[src/reset_init_pkg.sv]
// constants for the reset state initializer
package reset_init_pkg;
  localparam logic [15:0] PC_NORMAL_RST   = 16'hfffe;
  localparam logic [15:0] PC_SERIAL_RST   = 16'h1ffe;
  localparam logic [15:0] SP_RST          = 16'h00ff;
  localparam logic [15:0] VEC_LO_ADDR     = 16'hfffe;
  localparam logic [15:0] VEC_HI_ADDR     = 16'hffff;
  localparam int          WARMUP_CYCLES   = 16;
  localparam int          PORT_WIDTH      = 8;
  localparam int          PRESCALE_WIDTH  = 8;
  localparam int          ENABLE_WIDTH    = 8;
  localparam int          LATCH_WIDTH     = 8;
  localparam logic [1:0]  REG_CTRL        = 2'h0;
  localparam logic [1:0]  REG_STATUS      = 2'h1;
  localparam logic [1:0]  REG_PC          = 2'h2;
  localparam logic [1:0]  REG_VDET        = 2'h3;
  localparam int          CTRL_LFOSC_BIT  = 0;
  localparam int          CTRL_VDET_BIT   = 1;
  typedef enum logic [2:0] {
    ST_RESET  = 3'b001,
    ST_WARMUP = 3'b010,
    ST_RUN    = 3'b100
  } phase_t;
endpackage

[src/warmup_counter.sv]
// warm-up counter on the high-frequency clock
`timescale 1ns/1ps
module warmup_counter #(
  parameter int COUNT = 16
) (
  input  wire logic sys_clk,
  input  wire logic clear,
  input  wire logic run,
  output logic      done
);
  localparam int W = $clog2(COUNT + 1);
  logic [W-1:0] count_r;
  logic [W-1:0] count_nxt;
  logic         done_r;
  logic         done_nxt;

  always_comb begin
    count_nxt = count_r;
    done_nxt  = 1'b0;
    if (clear) begin
      count_nxt = '0;
    end else if (run && count_r != W'(COUNT)) begin
      count_nxt = count_r + 1'b1;
      done_nxt  = (count_r == W'(COUNT - 1));
    end
  end

  always_ff @(posedge sys_clk) begin
    count_r <= count_nxt;
    done_r  <= done_nxt;
  end

  assign done = done_r;
endmodule

[src/reset_state_initializer.sv]
// reset, warm-up and release sequencing of core and peripheral state
//
// The register addresses and strobed register access were left to the implementer.
`timescale 1ns/1ps
module reset_state_initializer
  import reset_init_pkg::*;
#(
  parameter int WARMUP = WARMUP_CYCLES
) (
  input  wire logic                      sys_clk,
  input  wire logic                      reset_n,
  input  wire logic                      powerOnReset,
  input  wire logic                      pinReset,
  input  wire logic                      internalReset,
  input  wire logic                      serialProgMode,
  input  wire logic [1:0]                regAddr,
  input  wire logic [15:0]               regWrData,
  input  wire logic                      regWr,
  input  wire logic                      regRd,
  output logic      [15:0]               regRdData,
  output logic      [15:0]               programCounter,
  output logic      [15:0]               stackPointer,
  output logic                           registerBankSelect,
  output logic                           masterInterruptEnable,
  output logic      [ENABLE_WIDTH-1:0]   individualEnableFlags,
  output logic      [LATCH_WIDTH-1:0]    interruptLatch,
  output logic                           highOscEnable,
  output logic                           lowOscEnable,
  output logic                           watchdogEnable,
  output logic      [PRESCALE_WIDTH-1:0] prescaler,
  output logic                           voltDetectEnable,
  output logic                           cpuRun,
  output logic                           vectorFetch,
  output logic      [PORT_WIDTH-1:0]     portOutEnable
);
  // reset pins are asynchronous to sys_clk
  logic [2:0] rstMeta_r;
  logic [2:0] rstSync_r;
  logic       modeMeta_r;
  logic       modeSync_r;
  always_ff @(posedge sys_clk) begin
    rstMeta_r  <= {internalReset, pinReset, powerOnReset};
    rstSync_r  <= rstMeta_r;
    modeMeta_r <= serialProgMode;
    modeSync_r <= modeMeta_r;
  end
  wire logic anyReset  = ~reset_n | (|rstSync_r);
  wire logic hardReset = ~reset_n | rstSync_r[0] | rstSync_r[1];

  phase_t phase_r;
  phase_t phase_nxt;
  logic   warmDone;

  warmup_counter #(.COUNT(WARMUP)) u_warmup (
    .sys_clk (sys_clk),
    .clear   (anyReset || phase_r == ST_RESET),
    .run     (phase_r == ST_WARMUP),
    .done    (warmDone)
  );

  always_comb begin
    phase_nxt = phase_r;
    if (anyReset) begin
      phase_nxt = ST_RESET;
    end else begin
      case (phase_r)
        ST_RESET:  phase_nxt = ST_WARMUP;
        ST_WARMUP: if (warmDone) phase_nxt = ST_RUN;
        ST_RUN:    phase_nxt = ST_RUN;
        default:   phase_nxt = ST_RESET;
      endcase
    end
  end

  // held state; cpu owns these once released, modelled here as register writes
  logic        lowOsc_r, lowOsc_nxt;
  logic        vdet_r, vdet_nxt;
  logic [15:0] pc_r, pc_nxt;
  logic        vecFetch_r, vecFetch_nxt;
  logic        wdog_r, wdog_nxt;
  logic [15:0] rdData_r, rdData_nxt;
  logic        cpuRun_r, cpuRun_nxt;

  always_comb begin
    lowOsc_nxt   = lowOsc_r;
    vdet_nxt     = vdet_r;
    pc_nxt       = pc_r;
    vecFetch_nxt = 1'b0;
    wdog_nxt     = (phase_nxt == ST_RUN);
    cpuRun_nxt   = (phase_nxt == ST_RUN);
    rdData_nxt   = 16'h0000;
    if (hardReset) begin
      vdet_nxt = 1'b0;
    end else if (regWr && regAddr == REG_VDET) begin
      vdet_nxt = regWrData[0];
    end
    if (phase_nxt != ST_RUN) begin
      lowOsc_nxt = 1'b0;
      pc_nxt     = modeSync_r ? PC_SERIAL_RST : PC_NORMAL_RST;
    end else if (phase_r == ST_WARMUP) begin
      vecFetch_nxt = 1'b1;
    end else if (regWr && regAddr == REG_CTRL) begin
      lowOsc_nxt = regWrData[CTRL_LFOSC_BIT];
    end
    if (regRd) begin
      case (regAddr)
        REG_CTRL:   rdData_nxt = {14'h0, vdet_r, lowOsc_r};
        REG_STATUS: rdData_nxt = {13'h0, phase_r};
        REG_PC:     rdData_nxt = pc_r;
        REG_VDET:   rdData_nxt = {15'h0, vdet_r};
        default:    rdData_nxt = 16'h0000;
      endcase
    end
  end

  always_ff @(posedge sys_clk) begin
    if (!reset_n) begin
      phase_r    <= ST_RESET;
      lowOsc_r   <= 1'b0;
      vdet_r     <= 1'b0;
      // the mode strap still picks the vector while held in reset
      pc_r       <= pc_nxt;
      vecFetch_r <= 1'b0;
      wdog_r     <= 1'b0;
      cpuRun_r   <= 1'b0;
      rdData_r   <= 16'h0000;
    end else begin
      phase_r    <= phase_nxt;
      lowOsc_r   <= lowOsc_nxt;
      vdet_r     <= vdet_nxt;
      pc_r       <= pc_nxt;
      vecFetch_r <= vecFetch_nxt;
      wdog_r     <= wdog_nxt;
      cpuRun_r   <= cpuRun_nxt;
      rdData_r   <= rdData_nxt;
    end
  end

  // fixed values: ram, general registers and flags deliberately get no reset
  logic [15:0] sp_r;
  always_ff @(posedge sys_clk) begin
    sp_r <= SP_RST;
  end

  assign regRdData             = rdData_r;
  assign programCounter        = pc_r;
  assign stackPointer          = sp_r;
  assign registerBankSelect    = 1'b0;
  assign masterInterruptEnable = 1'b0;
  assign individualEnableFlags = '0;
  assign interruptLatch        = '0;
  assign highOscEnable         = 1'b1;
  assign lowOscEnable          = lowOsc_r;
  assign watchdogEnable        = wdog_r;
  assign prescaler             = '0;
  assign voltDetectEnable      = vdet_r;
  assign cpuRun                = cpuRun_r;
  assign vectorFetch           = vecFetch_r;
  assign portOutEnable         = '0;
endmodule

[config.mk]
export PLATFORM = sky130hd
export DESIGN_NAME = reset_state_initializer
export DESIGN_NICKNAME = d
export VERILOG_FILES = /design/src/reset_init_pkg.sv /design/src/warmup_counter.sv /design/src/reset_state_initializer.sv
export SDC_FILE = /design/constraint.sdc
export NUM_CORES = 1
export LEC_CHECK = 0
export BUFFER_PORTS_ARGS = -buffer_cell sky130_fd_sc_hd__buf_2
export CORE_ASPECT_RATIO = 1.75
export CORE_MARGIN = 2
export CORE_UTILIZATION = 41
export DETAILED_ROUTE_END_ITERATION = 7
export PLACE_DENSITY = 0.8
export SLEW_MARGIN = 20
export SYNTH_ARGS = -nofsm -noshare
export SYNTH_HDL_FRONTEND = slang
export SYNTH_SLANG_ARGS = --single-unit
[constraint.sdc]
create_clock -name sys_clk -period 1.85 [get_ports sys_clk]
set_clock_uncertainty 0.1 [all_clocks]
set_input_delay 0.2775 -clock sys_clk [delete_from_list [all_inputs] [get_ports sys_clk]]
set_output_delay 0.2775 -clock sys_clk [all_outputs]
set_load 0.1 [all_outputs]
# Yosys cells after proc, flatten, opt, wreduce, memory -nomap -nowiden
# Cells that the tools add are included.
# op_classes
add_sub_neg	1
eq_ne	10
mux	6
bitwise_logic	6
n_reduce_logical	11
# ops
op	n
16-bit case mux with 4 select lines	1
16-bit two-way mux	1
3-bit case mux with 3 select lines	1
3-bit == test (second input constant)	2
3-bit two-way mux	2
2-bit OR reduction	3
5-bit by 1-bit adder with 5-bit output (second input constant)	1
5-bit by 4-bit == test with 1-bit output (second input constant)	1
5-bit != test (second input constant)	1
2-bit == test (second input constant)	2
2-bit AND reduction	2
3-bit by 1-bit == test with 1-bit output (second input constant)	1
3-bit by 2-bit == test with 1-bit output (second input constant)	1
1-bit logical AND	3
3-bit != test (second input constant)	1
1-bit inverter	3
1-bit bitwise OR	3
3-bit OR reduction	1
2-bit by 1-bit == test with 1-bit output (second input constant)	1
2-bit zero test	1
1-bit logical OR	1
1-bit two-way mux	1
# word_totals
ff_bits	53
in_bits	26
word_cells	47

# Depth between registers and ports, before layout
# logic_depth
word_depth	5
depth_mapped	5
ltp_nobuf	5

# By module
# Synthesis repeated with hierarchy kept, for this count alone.
# unflattened
cells_unflattened	171
area_unflattened_um2	1605.3
# by_module_without_submodules
module	instances	cells_per_inst	area_each_um2	seq_area_each_um2
reset_state_initializer	1	141	1295.0	430.4
warmup_counter	1	30	310.3	120.1

# Worst setup path before layout
# Ideal clock, no wire load.
# synth_path
kind	register to output
startpoint	register regRdData[12] (netlist name)
endpoint	output regRdData[10]
t_arrival_ns	1.500
t_required_ns	1.472
setup_slack_ns	-0.027
path_stages_with_launch	2
path_buffers	1
path_cell_list	dfxtp_1 > buf_4
# synth_lines
item	line	source
end, declared	reset_state_initializer.sv:20	output logic [15:0] regRdData,

# Final worst setup path
# layout_path
startpoint	register rstSync_r[1]
endpoint	register pc_r[14] (netlist: programCounter[14]) (enable)
# layout_via
elab_chain_cells	4
# layout_rtl
item	line	source
start, declared	reset_state_initializer.sv:38	logic [2:0] rstSync_r;
start signal, assigned	reset_state_initializer.sv:43	rstSync_r <= rstMeta_r;
3-bit OR reduction	reset_state_initializer.sv:47	wire logic anyReset = ~reset_n | (|rstSync_r);
1-bit bitwise OR	reset_state_initializer.sv:47	
3-bit two-way mux	reset_state_initializer.sv:63	if (anyReset) begin
3-bit != test	reset_state_initializer.sv:97	if (phase_nxt != ST_RUN) begin
end signal, assigned	reset_state_initializer.sv:122	pc_r <= pc_nxt;
end signal, assigned	reset_state_initializer.sv:131	pc_r <= pc_nxt;
end, declared	reset_state_initializer.sv:78	logic [15:0] pc_r, pc_nxt;
# Every way passes these cells.
# A chain may end at the register's enable or synchronous reset.

==> flow_metrics.py <==
metrics = {
    "status": {
        "status": "complete, no violations",
    },
    "yosys": {
        "synth_ff_type": "dfxtp_1",
        "synth_top_family_by_area": "buffers and inverters",
        "synth_commonest_cells": "buf_4, dfxtp_1, nor2_1",
        "synth.distinct_cells": 41,
        "synthXorXnorAreaFrac_pct": 0.548,
        "yosysTopAreaCellShare_pct": 36.6,
        "syn_area_sq_um": 1600,
        "synth.most_common_cell": "buf_4",
        "avgSynthCellArea_sq_um": 9.14,
        "synthTopCellsByArea": "buf_4, dfxtp_1, ha_1",
        "synth_warnings": 0,
        "synthArstFlopShare_pct": 0,
        "synth_seq_cells": 27,
        "synthAdderAreaFrac_pct": 2.35,
        "syn_inst": 175,
        "synth-compound-area-share_pct": 8.14,
        "synth-simple-area-share_pct": 13.1,
        "post-synth-top-area-cell": "buf_4",
        "synth-seq-area-share_pct": 34.4,
        "muxShareOfSynthArea_pct": 1.25,
        "synth_edf_count": 1,
    },
    "pwr": {
        "leakagePower_nw": 0.779,
        "worst_ir_drop_vdd_uv": 597,
        "p_per_area_nw_per_um2": 1050,
    },
    "run": {
        "maxCapViolations": 0,
    },
    "global_routing": {
        "track_usage_pct": 9.87,
        "grt_pass1_wl_um": 3220,
        "grt_pass1_vias": 797,
        "antenna_found_initial": 0,
        "grt-ovfl-total": 0,
        "grt_max_degree": 17,
    },
    "sta": {
        "rsz0062_at_grt": "no",
        "timing.fmax_ghz": 0.629,
        "fin_crit_ns": 1.59,
        "fin_crit_sh_pct": 85.9,
        "slew_headroom_pct": 67.1,
        "hold_viol": 0,
        "finalSetupTns_ns": 0,
        "worstMarginPinSlew_ns": 0.491,
        "slew_viol_final": 0,
        "setup_viol": 0,
        "hold_ws_ns": 0.151,
    },
    "clock_tree": {
        "htree_levels": 1,
        "cts_setup_buffers": 0,
        "numCtsBuffers": 3,
        "clk-insertion-delay-late_ns": 0.28,
        "clockRootBuffer": "clkbuf_8",
        "clk_path_buf_depth": 2,
        "clk_pin_slew_ns": 0.09,
        "cts_tree": "yes",
        "clkSinkCount": 27,
    },
    "route": {
        "met1_length_um": 714,
        "antenna_left": 0,
        "first_iter_violations": 6,
        "wl_met2_um": 1160,
        "dr_wl_met3_um": 242,
        "wl_per_cell_um": 8.76,
        "drc": 0,
        "dr.pass1.iters": 4,
        "routed_wl_um": 2200,
        "num_vias": 1045,
        "top_layer": "met4",
        "viasPerCell": 4.16,
    },
    "placed_design": {
        "dp_hpwl_um": 1740,
        "portBuffers": 34,
        "place.gp.congestion": 0.677,
    },
    "worst_setup_path": {
        "crit_path_start_kind": "register",
        "cp_max_fo": 3,
        "required_ns": 1.79,
        "worst_ep_arrival_time_ns": 1.53,
        "setup.worst_path.class": "register to register",
        "cp-end-kind": "register",
    },
    "floorplanning": {
        "initial_core_util_pct": 42.2,
        "ios": 114,
        "coreArea_sq_um": 3790,
        "dieWidth_um": 51.2,
        "dieHeight_um": 86.6,
        "row_count": 30,
        "die_area_sq_um": 4440,
    },
    "layout": {
        "drive_gt1_share_pct": 24.6,
        "antenna_cells": 0,
        "syn2layout_area_growth_pct": -1.41,
        "nets": 233,
    },
    "hold_path": {
        "hold_class": "input port to register",
    },
}
-- sequential cells by signal, indices dropped and copies added (netlist names), 3 cells and up --
register,flops
rstSync_r,3
regRdData,5
phase_r,3
u_warmup.count_r,5
rstMeta_r,3
-- repair_timing --
action	CTS	global route
hold buffers	4	0
endpoints found under the setup margin	0	0
endpoints found under the hold margin	4	0
gates resized for setup	0	0
-- metal layers --
metal  global-route usage, %  vias up
met5                       0        -
met4                    7.89        0
met3                    3.10        7
met2                    17.6       65
met1                    8.77      486
li1                        -      487
-- where the power goes --
part / internal, mW / total, mW / switching (mW) / leakage [nW]
Clock: 0.153 / 0.340 / 0.187 / 0.0217
Sequential: 0.599 / 0.605 / 0.00622 / 0.224
Combinational: 0.0326 / 0.709 / 0.676 / 0.533
Total: 0.785 / 1.65 / 0.870 / 0.779
-- per-stage QoR --
step | power, mW | worst slack (ns) | cell area [sq um] | instances | utilization, %
finish | 1.65 | 0.260 | 1580 | 251 | 41.6
global route | 1.70 | 0.118 | 1580 | 251 | 41.6
floorplan | 1.41 | 0.0983 | 1830 | 237 | -
CTS | 1.66 | 0.256 | 1580 | 251 | 41.6
detailed placement | 1.32 | 0.280 | 1490 | 243 | 39.2
global placement | 1.32 | 0.277 | 1490 | 243 | 39.2
-- cells by family after synthesis --
logic type	Yosys count
and+or+nand+nor	34
DFF	27
buffers and inverters	87
muxes	2
xor gates and xnor gates	1
other	2
adders and majority gates	3
AOI/OAI and AO/OA	19
-- critical path, cell delays in order, from the launching register on --
cell	delay, ns
dfxtp_1	0.33
or4b_1	0.60
a211oi_2	0.25
inv_2	0.08
-- cell usage in the layout, fill, tap and decap left out, types with 2 or more instances in the layout --
cell	synthesis	routed
mux2i_1	2	2
dlygate4sd3_1	0	4
ha_1	3	3
a211oi_1	2	2
conb_1	2	64
dfxtp_1	26	25
clkbuf_8	0	3
nor2_1	8	8
nand2_1	3	3
nand2b_1	2	2
o21ai_0	4	4
buf_4	78	5
buf_2	1	34
inv_1	5	5
a21oi_1	4	4
nand3_1	6	6
nor4b_1	2	2
-- layout make-up --
cell class / instances / area [sq um]
flip-flops and latches: 27 / 552
clock inverters: 1 / 7.51
well taps: 48 / 60.1
repair buffers: 43 / 248
clock buffers: 3 / 41.3
multi-input cells: 123 / 646
inverters: 6 / 22.5
fillers: 377 / 2210
-- final timing paths --
path | slack (ns) | depth (start not counted) | endpoint | start
setup / recovery | 0.26 | 3 | programCounter[14] | rstSync_r[1]
hold / removal | 0.15 | 3 | lowOscEnable | regWrData[0]
setup reg to reg | 0.26 | 3 | programCounter[14] | rstSync_r[1]
hold reg to reg | 0.23 | 0 | modeSync_r | modeMeta_r
Note: power is estimated with default switching activity, not from simulation.
